--- src/design/ard_pkg.sv ---
`default_nettype none
package ard_pkg;
  // ==========================================================
  // control section layout, long-word counts and byte offsets
  localparam int ACT_WORDS = 1;
  localparam int IQ_WORDS = 2;
  localparam int TSA_WORDS = 32;
  localparam int CHN_WORDS = 128;
  localparam int DESC_WORDS = 64;
  localparam int CHN_COUNT = 32;
  localparam int CHN_SPEC_WORDS = CHN_WORDS / CHN_COUNT;
  localparam logic [31:0] OFF_ACT = 32'h0000_0000;
  localparam logic [31:0] OFF_IQ = 32'h0000_0004;
  localparam logic [31:0] OFF_TSA = 32'h0000_000C;
  localparam logic [31:0] OFF_CHN = 32'h0000_008C;
  localparam logic [31:0] WORD_BYTES = 32'h0000_0004;
  localparam logic [31:0] CHN_STRIDE = 32'h0000_0010;
  // ==========================================================
  // action word fields
  localparam int FMT_HI = 31;
  localparam int FMT_LO = 29;
  localparam int MFL_HI = 28;
  localparam int MFL_LO = 16;
  localparam int B_FULL_INIT = 15;
  localparam int B_CHAN_ONLY = 14;
  localparam int CHN_HI = 12;
  localparam int CHN_LO = 8;
  localparam int B_MASK = 7;
  localparam int B_REINIT = 6;
  localparam int B_CHANWISE = 5;
  localparam int B_EXTERNAL = 4;
  localparam int B_INTERNAL = 3;
  localparam int B_ATTENTION = 2;
  // ==========================================================
  // highway formats
  localparam logic [2:0] FMT_T1_1536 = 3'h0;
  localparam logic [2:0] FMT_T1_1544 = 3'h4;
  localparam logic [2:0] FMT_CEPT = 3'h5;
  localparam logic [2:0] FMT_4M_EVEN = 3'h6;
  localparam logic [2:0] FMT_4M_ODD = 3'h7;
  // ==========================================================
  // loop codes as {channelwise, external, internal}
  localparam logic [2:0] LOOP_NONE = 3'h0;
  localparam logic [2:0] LOOP_INT = 3'h1;
  localparam logic [2:0] LOOP_EXT = 3'h2;
  localparam logic [2:0] LOOP_OPEN = 3'h3;
  localparam logic [2:0] LOOP_CW_INT = 3'h5;
  localparam logic [2:0] LOOP_CW_EXT = 3'h6;
  // ==========================================================
  // channel modes seen by the length check
  localparam logic [2:0] MODE_TMA = 3'h0;
  localparam logic [2:0] MODE_V110 = 3'h1;
  // ==========================================================
  // queue length field and scaling, reset values
  localparam int IQLEN_W = 8;
  localparam int IQLEN_SHIFT = 4;
  localparam logic [12:0] MFL_RESET = 13'h0000;
  localparam logic [1:0] ADDR_LSB_ZERO = 2'h0;
  localparam logic CFG_SEL_TSA = 1'b0;
  localparam logic CFG_SEL_CHN = 1'b1;
  typedef enum logic [2:0] {S_IDLE, S_ACT, S_IQA, S_IQL, S_TSA, S_CHN, S_DONE} ard_state_type;
endpackage
`default_nettype wire

--- src/design/ard_action_decoder.sv ---
`default_nettype none
// Function
// - control section: action word, two queue words, 32 slot, 128 channel, 64 descriptor words
// - each action request pulse seen while idle fetches the action word exactly once; pulses while busy are ignored
// - three-bit highway format field selects one of five frame formats
// - frames longer than the programmed maximum (up to 8191) raise frame_abort
// - no length check in transparent mode A or V.110/X.30
// - one maximum frame length shared by every logical channel
// - full init fetches all slot mapping plus the named channel setup
// - channel-only init loads only the named channel setup
// - mask bit of the last accepted action word suppresses the acknowledge or failure report
// - reinit-all loads full slot mapping and every channel setup
// - loop bits decode to none, complete or channelwise internal or external
// - complete external loop sends receive data straight to transmit output
// - complete internal loop feeds transmit back to receiver, ignores line
// - channelwise loop only flags the selected channel and direction on loop_channel, loop_cw_internal, loop_cw_external
// - attention bit rereads queue setup and redirects later entries
// - queue start address and length both come from the queue setup words
// - serviced request posts acknowledge, impossible one aborts and posts failure
module ard_action_decoder #(
  parameter int MFL_W = 13
) (
  // clock and reset
  input wire logic core_clk,
  input wire logic sys_rst,
  // action request pin and control section base
  input wire logic action_req_n,
  input wire logic [31:0] ctrl_base,
  // shared memory read port
  output logic mem_req,
  output logic [31:0] mem_addr,
  input wire logic [31:0] mem_rdata,
  input wire logic mem_ack,
  input wire logic mem_berr,
  // internal configuration store write port
  output logic cfg_we,
  output logic cfg_sel,
  output logic [6:0] cfg_idx,
  output logic [31:0] cfg_wdata,
  output logic slots_reinit,
  // decoded configuration
  output logic [31:0] action_request_word,
  output logic [31:0] interrupt_queue_base,
  output logic [12:0] iq_length_words,
  output logic [2:0] highway_format,
  output logic [MFL_W-1:0] max_frame_length,
  output logic [4:0] loop_channel,
  output logic loop_cw_internal,
  output logic loop_cw_external,
  output logic busy,
  // action result events
  output logic action_ack_flag,
  output logic action_fail_flag,
  // receive length check
  input wire logic rx_len_valid,
  input wire logic [2:0] rx_mode,
  input wire logic [MFL_W:0] rx_len,
  output logic frame_abort,
  // serial lines
  input wire logic ser_rx_pin,
  input wire logic tx_data,
  output logic ser_tx_out,
  output logic rx_data
);
  // ==========================================================
  // pin synchronisers
  logic req_s1, req_s2, req_s3, rx_s1, rx_s2;
  logic req_fall;
  always_ff @(posedge core_clk) begin
    if (sys_rst) begin
      req_s1 <= 1'b1;
      req_s2 <= 1'b1;
      req_s3 <= 1'b1;
      rx_s1 <= 1'b0;
      rx_s2 <= 1'b0;
    end else begin
      req_s1 <= action_req_n;
      req_s2 <= req_s1;
      req_s3 <= req_s2;
      rx_s1 <= ser_rx_pin;
      rx_s2 <= rx_s1;
    end
  end
  assign req_fall = req_s3 & ~req_s2;

  // ==========================================================
  // action word decode
  ard_pkg::ard_state_type state;
  logic [31:0] aw;
  logic [7:0] cnt;
  logic [2:0] loop_code;
  logic fmt_ok, loop_ok, init_ok, bad_word;
  assign aw = mem_rdata;
  assign loop_code = {aw[ard_pkg::B_CHANWISE], aw[ard_pkg::B_EXTERNAL], aw[ard_pkg::B_INTERNAL]};
  // only the five listed formats are legal
  assign fmt_ok = aw[ard_pkg::FMT_HI:ard_pkg::FMT_LO] inside
    {ard_pkg::FMT_T1_1536, ard_pkg::FMT_T1_1544, ard_pkg::FMT_CEPT, ard_pkg::FMT_4M_EVEN, ard_pkg::FMT_4M_ODD};
  // remaining loop combinations are refused
  assign loop_ok = loop_code inside
    {ard_pkg::LOOP_NONE, ard_pkg::LOOP_INT, ard_pkg::LOOP_EXT, ard_pkg::LOOP_OPEN,
     ard_pkg::LOOP_CW_INT, ard_pkg::LOOP_CW_EXT};
  assign init_ok = ($countones({aw[ard_pkg::B_FULL_INIT], aw[ard_pkg::B_CHAN_ONLY], aw[ard_pkg::B_REINIT]}) < 2);
  assign bad_word = ~(fmt_ok & loop_ok & init_ok);
  // ==========================================================
  // fetch sequencer
  logic word_done, last_tsa, last_chn, failed;
  logic [31:0] chn_base;
  assign word_done = mem_req & (mem_ack | mem_berr);
  assign last_tsa = (cnt == 8'(ard_pkg::TSA_WORDS - 1));
  assign last_chn = action_request_word[ard_pkg::B_REINIT] ?
    (cnt == 8'(ard_pkg::CHN_WORDS - 1)) : (cnt == 8'(ard_pkg::CHN_SPEC_WORDS - 1));
  assign chn_base = ard_pkg::OFF_CHN + 32'(action_request_word[ard_pkg::CHN_HI:ard_pkg::CHN_LO]) * ard_pkg::CHN_STRIDE;
  // next fetch after the action word or queue setup, in fixed order
  function automatic ard_pkg::ard_state_type after_iq(input logic [31:0] w);
    if (w[ard_pkg::B_FULL_INIT] | w[ard_pkg::B_REINIT])
      return ard_pkg::S_TSA;
    else if (w[ard_pkg::B_CHAN_ONLY])
      return ard_pkg::S_CHN;
    else
      return ard_pkg::S_DONE;
  endfunction
  // state, word counter and failure latch
  always_ff @(posedge core_clk) begin
    if (sys_rst) begin
      state <= ard_pkg::S_IDLE;
      cnt <= 8'h00;
      failed <= 1'b0;
    end else begin
      unique case (state)
        ard_pkg::S_IDLE: begin
          failed <= 1'b0;
          cnt <= 8'h00;
          if (req_fall) begin
            state <= ard_pkg::S_ACT;
          end
        end
        ard_pkg::S_ACT: begin
          if (word_done) begin
            if (mem_berr | bad_word) begin
              failed <= 1'b1;
              state <= ard_pkg::S_DONE;
            end else if (aw[ard_pkg::B_ATTENTION]) begin
              state <= ard_pkg::S_IQA;
            end else begin
              state <= after_iq(aw);
            end
          end
        end
        ard_pkg::S_IQA: begin
          if (word_done) begin
            failed <= mem_berr;
            state <= mem_berr ? ard_pkg::S_DONE : ard_pkg::S_IQL;
          end
        end
        ard_pkg::S_IQL: begin
          if (word_done) begin
            failed <= mem_berr;
            state <= mem_berr ? ard_pkg::S_DONE : after_iq(action_request_word);
          end
        end
        ard_pkg::S_TSA: begin
          if (word_done) begin
            cnt <= (last_tsa | mem_berr) ? 8'h00 : cnt + 8'h01;
            failed <= mem_berr;
            if (mem_berr) begin
              state <= ard_pkg::S_DONE;
            end else if (last_tsa) begin
              state <= ard_pkg::S_CHN;
            end
          end
        end
        ard_pkg::S_CHN: begin
          if (word_done) begin
            cnt <= cnt + 8'h01;
            failed <= mem_berr;
            if (mem_berr | last_chn) begin
              state <= ard_pkg::S_DONE;
            end
          end
        end
        ard_pkg::S_DONE: begin
          state <= ard_pkg::S_IDLE;
        end
      endcase
    end
  end

  // memory request and address, held until the answer
  always_ff @(posedge core_clk) begin
    if (sys_rst) begin
      mem_req <= 1'b0;
      mem_addr <= 32'h0000_0000;
    end else if (mem_req & ~word_done) begin
      mem_req <= 1'b1;
    end else begin
      mem_req <= 1'b0;
      unique case (state)
        ard_pkg::S_IDLE: begin
          mem_req <= req_fall;
          mem_addr <= ctrl_base + ard_pkg::OFF_ACT;
        end
        ard_pkg::S_ACT, ard_pkg::S_IQA, ard_pkg::S_IQL, ard_pkg::S_DONE: begin
          mem_req <= ~mem_req & (state != ard_pkg::S_DONE);
        end
        ard_pkg::S_TSA: begin
          mem_req <= ~mem_req;
          mem_addr <= ctrl_base + ard_pkg::OFF_TSA + 32'(cnt) * ard_pkg::WORD_BYTES;
        end
        ard_pkg::S_CHN: begin
          mem_req <= ~mem_req;
          mem_addr <= ctrl_base + (action_request_word[ard_pkg::B_REINIT] ? ard_pkg::OFF_CHN : chn_base) +
            32'(cnt) * ard_pkg::WORD_BYTES;
        end
      endcase
      if (state == ard_pkg::S_ACT && word_done) begin
        mem_addr <= ctrl_base + ard_pkg::OFF_IQ;
      end else if (state == ard_pkg::S_IQA && word_done) begin
        mem_addr <= ctrl_base + ard_pkg::OFF_IQ + ard_pkg::WORD_BYTES;
      end
    end
  end

  // ==========================================================
  // stored words and decoded fields
  always_ff @(posedge core_clk) begin
    if (sys_rst) begin
      action_request_word <= 32'h0000_0000;
      highway_format <= ard_pkg::FMT_T1_1536;
      max_frame_length <= MFL_W'(ard_pkg::MFL_RESET);
      loop_channel <= 5'h00;
    end else if (state == ard_pkg::S_ACT && mem_ack && !bad_word) begin
      action_request_word <= aw;
      highway_format <= aw[ard_pkg::FMT_HI:ard_pkg::FMT_LO];
      max_frame_length <= aw[ard_pkg::MFL_HI:ard_pkg::MFL_LO];
      loop_channel <= aw[ard_pkg::CHN_HI:ard_pkg::CHN_LO];
    end
  end
  // loop state: one code at a time, opened by the open code
  logic [2:0] loop_mode;
  always_ff @(posedge core_clk) begin
    if (sys_rst) begin
      loop_mode <= ard_pkg::LOOP_NONE;
      loop_cw_internal <= 1'b0;
      loop_cw_external <= 1'b0;
    end else if (state == ard_pkg::S_ACT && mem_ack && !bad_word) begin
      loop_mode <= (loop_code == ard_pkg::LOOP_OPEN) ? ard_pkg::LOOP_NONE : loop_code;
      loop_cw_internal <= (loop_code == ard_pkg::LOOP_CW_INT);
      loop_cw_external <= (loop_code == ard_pkg::LOOP_CW_EXT);
    end
  end
  // interrupt queue setup
  always_ff @(posedge core_clk) begin
    if (sys_rst) begin
      interrupt_queue_base <= 32'h0000_0000;
      iq_length_words <= 13'h0000;
    end else if (state == ard_pkg::S_IQA && mem_ack) begin
      interrupt_queue_base <= {mem_rdata[31:2], ard_pkg::ADDR_LSB_ZERO};
    end else if (state == ard_pkg::S_IQL && mem_ack) begin
      iq_length_words <= (13'(mem_rdata[ard_pkg::IQLEN_W-1:0]) + 13'h0001) << ard_pkg::IQLEN_SHIFT;
    end
  end
  // configuration store writes, index and data held after the last write
  always_ff @(posedge core_clk) begin
    if (sys_rst) begin
      cfg_we <= 1'b0;
      cfg_sel <= ard_pkg::CFG_SEL_TSA;
      cfg_idx <= 7'h00;
      cfg_wdata <= 32'h0000_0000;
    end else begin
      cfg_we <= mem_ack & (state == ard_pkg::S_TSA || state == ard_pkg::S_CHN);
      if (mem_ack && (state == ard_pkg::S_TSA || state == ard_pkg::S_CHN)) begin
        cfg_sel <= (state == ard_pkg::S_CHN) ? ard_pkg::CFG_SEL_CHN : ard_pkg::CFG_SEL_TSA;
        cfg_idx <= (state == ard_pkg::S_CHN && !action_request_word[ard_pkg::B_REINIT]) ?
          7'({action_request_word[ard_pkg::CHN_HI:ard_pkg::CHN_LO], cnt[1:0]}) : cnt[6:0];
        cfg_wdata <= mem_rdata;
      end
    end
  end
  // completion events and busy
  always_ff @(posedge core_clk) begin
    if (sys_rst) begin
      action_ack_flag <= 1'b0;
      action_fail_flag <= 1'b0;
      slots_reinit <= 1'b0;
      busy <= 1'b0;
    end else begin
      action_ack_flag <= (state == ard_pkg::S_DONE) & ~failed & ~action_request_word[ard_pkg::B_MASK];
      action_fail_flag <= (state == ard_pkg::S_DONE) & failed & ~action_request_word[ard_pkg::B_MASK];
      slots_reinit <= (state == ard_pkg::S_DONE) & ~failed & action_request_word[ard_pkg::B_REINIT];
      busy <= (state != ard_pkg::S_IDLE) | req_fall;
    end
  end

  // ==========================================================
  // length check and serial loops
  logic len_checked;
  assign len_checked = (rx_mode != ard_pkg::MODE_TMA) && (rx_mode != ard_pkg::MODE_V110);
  always_ff @(posedge core_clk) begin
    if (sys_rst) begin
      frame_abort <= 1'b0;
      ser_tx_out <= 1'b0;
      rx_data <= 1'b0;
    end else begin
      frame_abort <= rx_len_valid & len_checked & (rx_len > {1'b0, max_frame_length});
      ser_tx_out <= (loop_mode == ard_pkg::LOOP_EXT) ? rx_s2 : tx_data;
      rx_data <= (loop_mode == ard_pkg::LOOP_INT) ? tx_data : rx_s2;
    end
  end
endmodule
`default_nettype wire

--- config.mk ---
export PLATFORM = sky130hd
export DESIGN_NAME = ard_action_decoder
export DESIGN_NICKNAME = d
export VERILOG_FILES = /design/src/design/ard_pkg.sv /design/src/design/ard_action_decoder.sv
export SDC_FILE = /design/constraint.sdc
export NUM_CORES = 1
export LEC_CHECK = 0
export ABC_AREA = 1
export BUFFER_PORTS_ARGS = -buffer_cell sky130_fd_sc_hd__buf_2
export CAP_MARGIN = 10
export CORE_ASPECT_RATIO = 1.1
export CORE_MARGIN = 2
export CORE_UTILIZATION = 40
export CTS_CLUSTER_DIAMETER = 80
export DETAILED_ROUTE_END_ITERATION = 7
export PLACE_DENSITY_LB_ADDON = 0.12
export SETUP_SLACK_MARGIN = 0.05
export SYNTH_ARGS = -nofsm -noshare
export SYNTH_HDL_FRONTEND = slang
export SYNTH_SLANG_ARGS = --single-unit
--- constraint.sdc ---
create_clock -name core_clk -period 4.3 [get_ports core_clk]
set_input_delay 0.43 -clock core_clk [delete_from_list [all_inputs] [get_ports core_clk]]
set_output_delay 0.43 -clock core_clk [all_outputs]
set_load 0.005 [all_outputs]
# == After elaboration in Yosys (flattened, before gate mapping) ==
# Index checks and enable logic that the tools add are counted.
# word_totals
reg_bits,195
inputBits,89
out_inout_bits,181
word_cells,171
# classes
addsub,11
n_lt_le_gt_ge,2
n_eq_ne,32
n_mux,38
bitwise_logic,29
n_reduce_logical,29
# op_table
cell,n
32-bit by 10-bit adder with 32-bit output,3
32-bit one-hot mux with 3 select lines,1
32-bit by 3-bit adder with 32-bit output (second input constant),2
32-bit two-way mux,2
3-bit two-way mux,14
32-bit by 4-bit adder with 32-bit output (second input constant),1
3-bit == test (second input constant),9
8-bit two-way mux,3
8-bit one-hot mux with 3 select lines,1
3-bit one-hot mux with 7 select lines,1
2-bit != test (second input constant),8
3-bit by 2-bit == test with 1-bit output (second input constant),5
1-bit bitwise AND,14
14-bit by 13-bit > comparator with 1-bit output,1
3-bit nonzero test,4
8-bit by 9-bit adder with 10-bit output (first input constant),1
10-bit two-way mux,1
5-bit nonzero test,2
8-bit by 1-bit adder with 9-bit output (second input constant),1
3-bit by 1-bit == test with 1-bit output (second input constant),3
1-bit logical AND,9
3-bit zero test,3
8-bit by 1-bit adder with 8-bit output (second input constant),1
8-bit by 2-bit == test with 1-bit output (second input constant),1
other kinds (23),50

# == Depth between registers and ports, before layout ==
# logic_depth
word_depth,9
depth_mapped,21
depth_no_buf,21

# == Worst setup path before layout ==
# OpenSTA, ideal clock, no wires.
# synth_path
path_kind,register to register
from,register action_request_word[6]
to,register mem_addr[31]
setup_time_ns,0.131
t_arrival_ns,2.726
required_time_ns,4.169
setup_slack_ns,1.444
path_stages_with_launch,21
path_buffers,1
period_less_slack_ns,2.856
cell_sequence,dfxtp_1 -> clkbuf_1 -> nor2_1 -> fa_1 -> fa_1 -> nand2_1 -> inv_1 -> o21ai_0 -> nand2_1 -> nand2_1 -> nand2_1 -> nand2_1 -> nand2_1 -> nand2_1 -> o21ai_0 -> nand3_1 -> nand2_1 -> inv_1 -> nand2_1 -> nand2_1 -> a21oi_2
# synth_between
elab_chain_cells,6
# synth_rtl
element,line,rtl
from (decl),ard_action_decoder.sv:42,"output logic [31:0] action_request_word,"
from (signal assigned),ard_action_decoder.sv:232,action_request_word <= aw;
10-bit two-way mux,ard_action_decoder.sv:211,mem_addr <= ctrl_base + (action_request_word[ard_pkg::B_REINIT] ? ard_pkg::OFF_CHN : chn_base) +
32-bit by 10-bit adder with 32-bit output (2 in series),ard_action_decoder.sv:211,
32-bit one-hot mux with 3 select lines,ard_action_decoder.sv:197,unique case (state)
32-bit two-way mux,ard_action_decoder.sv:217,end else if (state == ard_pkg::S_IQA && word_done) begin
32-bit two-way mux,ard_action_decoder.sv:215,if (state == ard_pkg::S_ACT && word_done) begin
to (signal assigned),ard_action_decoder.sv:211,
to (signal assigned),ard_action_decoder.sv:216,mem_addr <= ctrl_base + ard_pkg::OFF_IQ;
to (signal assigned),ard_action_decoder.sv:218,mem_addr <= ctrl_base + ard_pkg::OFF_IQ + ard_pkg::WORD_BYTES;
to (decl),ard_action_decoder.sv:31,"output logic [31:0] mem_addr,"
# Every way passes these cells.
# A chain may end at the register's enable or synchronous reset.

# == Final worst setup path ==
# layout_path
from,register action_request_word[6]
to,register mem_addr[11]
# The elaborated chain is that of the path after synthesis.

==> results.md <==
* Status: completed
* Hold buffer count at cts at 0
* Critical path type: flop to flop
* Area added between synthesis and finish at 18.03%
* Buffers added on ports at 262
* Setup Buffers After CTS at 0
* Slowest cell delay on critical path at 0.55 ns
* Filler cells at 2,970
* Number of routed nets with antenna violations at 0
* Final critical-path required period at 3.335 ns
* Area contributors post-synth: sky130_fd_sc_hd__dfxtp_1 (31%), sky130_fd_sc_hd__nand2_1 (13%), sky130_fd_sc_hd__nor2_1 (7.9%)
* Vias in the first global route at 11,179
* Clock-pin slew reported for the worst setup and hold paths after clock tree synthesis at 0.07 ns
* Placement-stage worst setup slack at 0.9933 ns
* CP arrival at 3.63 ns
* HPWL reported at the end of detailed placement at 28.90 mm
* Max FO, Critical Path at 12
* R2R depth at 15
* Maximum vdd drop at 0.2528 mV
* Leakage at 6.739 nW
* Routed via count divided by cell count at 5.166
* Capture point of the worst path: mem_addr[11]
* Clock Tree Buf Depth at 2
* Slew Viols, Final at 0
* Number of violations reported at the end of detailed-routing iteration 0 at 825
* Internal power summed over all cells at 3.501 mW
* Clock share of power at 0.271
* Final routed wirelength across all metal layers at 38.48 mm
* Clock latency at the later pin of the worst-skew pair at 0.44 ns
* CP bufs+invs at 1
* Die height at 179.8 µm
* First-pass GRT wire length at 60.71 mm
* Initial DRT Pass Iterations at 5
* Cell occurring most often along the worst timing path: sky130_fd_sc_hd__nand2_1
* Accumulated negative setup slack at 0 ns
* Setup slack of the most critical reg-to-reg path at 0.96 ns
* Biggest area consumer among synthesized cells: sky130_fd_sc_hd__dfxtp_1
* Routed length per placed instance at 16.59 µm
* Fraction of registers with async set/reset at 0
* PnR worst setup slack at 0.9648 ns
* Combinational group share of total power at 0.368
* Maximum Capacitance Violations at 0
* Number of synthesis warnings at 0
* Global placement routability congestion at 0.9222
* Total power draw at 5.740 mW
* Critical Path, Cell by Cell: nor2_1 -> fa_1 -> fa_1 -> nand2_1 -> inv_1 -> o21ai_0 -> nand2_1 -> nand2_1 -> nand2_1 -> nand2_1 -> nand2_1 -> o21ai_0 -> a21oi_1 -> o31ai_1 -> a21oi_1
* Transition time of the tightest slew-check pin at 1.106 ns
* Total die area at 29,470 µm²
* Horizontal die dimension at 163.9 µm
* Cell depth of the worst setup path at 15
* Final Skew at 0.01201 ns
* Number of antenna violations at the first check in global routing at 3
* Per-instance average area after synthesis at 6.499 µm²
* Fraction of post-synthesis cell area in the top cell type by area at 0.3098
* Critical path data required time at 4.59 ns
* RSZ-0062 raised after global routing: false
* Startpoint of the worst-slack reg-to-reg timing path: action_request_word[6]
* Worst slew slack as a fraction of its limit at 0.2627
* Switching power total at 2.239 mW
* Clock Tree Root: sky130_fd_sc_hd__clkbuf_16
* Worst setup path startpoint: action_request_word[6]
* Vias post-DR at 11,979
* Number of distinct library cells after synthesis at 55
* Pin count of the biggest net entering global routing at 119
* CTS Sinks at 174
* Cell area after synthesis at 11,240 µm²
* Portion of total power attributed to sequential cells at 0.361
* Startpoint types: flop
* Crit end category: flop
* Cell type group with the largest total delay on the critical path: adder cells
* Pwr/cell area at 432.5 nW/µm²
* F_max at 299.8 MHz
* Final routed DRC violation total at 0
* Std-Cell Rows at 64
* Share of post-route cells with drive strength above 1 at 0.1980
* Cts bufs inserted at 17
* Post-cts repair resize count at 0
* Post-synthesis sequential element count at 174
* Setup violators final at 0
* Ports placed on the boundary at 270
* Worst flop-to-flop path endpoint: mem_addr[11]
* Clock tree from TritonCTS: done
* Top flip-flop cell by instance count after synthesis: sky130_fd_sc_hd__dfxtp_1
* Global-route total usage across every layer at 0.2621
* EDFF count, synth at 0
* Grt ovf at 0
* Core ar. at 27,710 µm²
* Fraction of the yosys area taken by sequential cells at 0.3098
* Library cell contributing the largest single delay on the critical path: sky130_fd_sc_hd__dfxtp_1
* Type of the worst min-delay path: input pin to flop
* Starting Density at 0.4058
* Layout Nets at 2,083
* CTS H-Tree Depth at 4
* Final Cycle Share at 0.7756
* Number of standard cells after synthesis at 1,730
* Switching Fraction at 0.3900
* Final Hold Fails at 0
[per-stage QoR]
step	utilization	hold slack [ns]	std cells	cell area [µm²]
2_1_floorplan	-	0.3883	1735	11260
3_3_place_gp	0.4582	0.4020	2287	12700
3_5_place_dp	0.4582	0.3979	2287	12700
4_1_cts	0.4789	0.1623	2318	13270
5_1_grt	0.4790	0.1774	2319	13270
6_report	0.4790	0.1760	2319	13270
[placed cells by master, fill, tap and decap left out, types with 14 or more instances in the layout]
cell type                   Yosys  final
sky130_fd_sc_hd__a21oi_1      130    130
sky130_fd_sc_hd__buf_2          7    262
sky130_fd_sc_hd__buf_4         29     16
sky130_fd_sc_hd__clkbuf_16      0     17
sky130_fd_sc_hd__dfxtp_1      174    174
sky130_fd_sc_hd__ha_1          43     43
sky130_fd_sc_hd__inv_1        182    182
sky130_fd_sc_hd__nand2_1      383    383
sky130_fd_sc_hd__nand2_2       14     14
sky130_fd_sc_hd__nand3_1      115    115
sky130_fd_sc_hd__nand4_1       26     26
sky130_fd_sc_hd__nor2_1       237    235
sky130_fd_sc_hd__nor2_2        15     16
sky130_fd_sc_hd__nor2_4        13     14
sky130_fd_sc_hd__o211ai_1      20     20
sky130_fd_sc_hd__o21ai_0      162    162
sky130_fd_sc_hd__xor2_1        16     16
[power by group through the flow]
stage / sequential, mW / combinational [mW] / clock (mW)
2_1_floorplan: 2.12 / 1.28 / 0
6_report: 2.07 / 2.11 / 1.55
5_1_grt: 2.11 / 2.40 / 1.65
3_3_place_gp: 2.10 / 2.10 / 0
3_5_place_dp: 2.10 / 2.12 / 0
4_1_cts: 2.08 / 2.13 / 1.59
[routing by layer]
layer	up-vias	track usage	part of all wire
li1	6038	-	-
met4	4	0.08561	0.025
met2	372	0.4392	0.47
met1	5503	0.3268	0.43
met3	62	0.06691	0.072
met5	-	0	0.00081
[worst register-to-register path, cell delays in order (launching register included)]
cell                      delay, ns
sky130_fd_sc_hd__dfxtp_1       0.55
sky130_fd_sc_hd__nor2_1        0.14
sky130_fd_sc_hd__fa_1          0.50
sky130_fd_sc_hd__fa_1          0.45
sky130_fd_sc_hd__nand2_1       0.08
sky130_fd_sc_hd__inv_1         0.05
sky130_fd_sc_hd__o21ai_0       0.14
sky130_fd_sc_hd__nand2_1       0.14
sky130_fd_sc_hd__nand2_1       0.08
sky130_fd_sc_hd__nand2_1       0.08
sky130_fd_sc_hd__nand2_1       0.07
sky130_fd_sc_hd__nand2_1       0.21
sky130_fd_sc_hd__o21ai_0       0.23
sky130_fd_sc_hd__a21oi_1       0.07
sky130_fd_sc_hd__o31ai_1       0.31
sky130_fd_sc_hd__a21oi_1       0.11
[sequential cells by signal, summed over array words and instances, names as in the netlist, 3 cells and up]
name,flops
mem_addr,32
loop_mode,3
cfg_wdata,32
state,3
cfg_idx,7
action_request_word,32
iq_length_words,9
cnt,8
interrupt_queue_base,30
[logic make-up after synthesis]
kind of cell,after synthesis,synth area share
simple gates,844,0.3329
flops,174,0.3098
other cells,1,0.0003335
compound gates,357,0.1738
xor+xnor,18,0.01402
fa+ha+maj,51,0.06210
buf+inv,285,0.1071
[how the worst min path moves through the flow]
stage / startpoint / cells past startpoint / end
floorplan: rx_s1 / 2 / rx_s2
global placement: rx_s1 / 2 / rx_s2
detailed placement: rx_s1 / 2 / rx_s2
CTS: action_req_n / 2 / req_s1
global route: action_req_n / 2 / req_s1
finish: action_req_n / 2 / req_s1
[cell usage after synthesis, types with 14 or more instances]
cell type,number
sky130_fd_sc_hd__nor2_1,237
sky130_fd_sc_hd__o211ai_1,20
sky130_fd_sc_hd__xor2_1,16
sky130_fd_sc_hd__o21ai_0,162
sky130_fd_sc_hd__a21oi_1,130
sky130_fd_sc_hd__inv_1,182
sky130_fd_sc_hd__ha_1,43
sky130_fd_sc_hd__buf_4,29
sky130_fd_sc_hd__nand4_1,26
sky130_fd_sc_hd__nand2_1,383
sky130_fd_sc_hd__nand3_1,115
sky130_fd_sc_hd__nor2_2,15
sky130_fd_sc_hd__dfxtp_1,174
sky130_fd_sc_hd__nand2_2,14
sky130_fd_sc_hd__clkbuf_1,49
[cell type report]
cell class | count | area (µm²) | area share
multi-input combinational | 1276 | 6590 | 0.4966
sequential | 174 | 3483 | 0.2625
timing repair buffer | 278 | 1431 | 0.1079
inverter | 196 | 737.0 | 0.05553
clock buffer | 21 | 470.5 | 0.03545
tap | 363 | 454.2 | 0.03423
clock inverter | 10 | 101.3 | 0.007637
antenna | 1 | 2.502 | 0.0001886
Note: power is estimated with default switching activity, not from simulation.
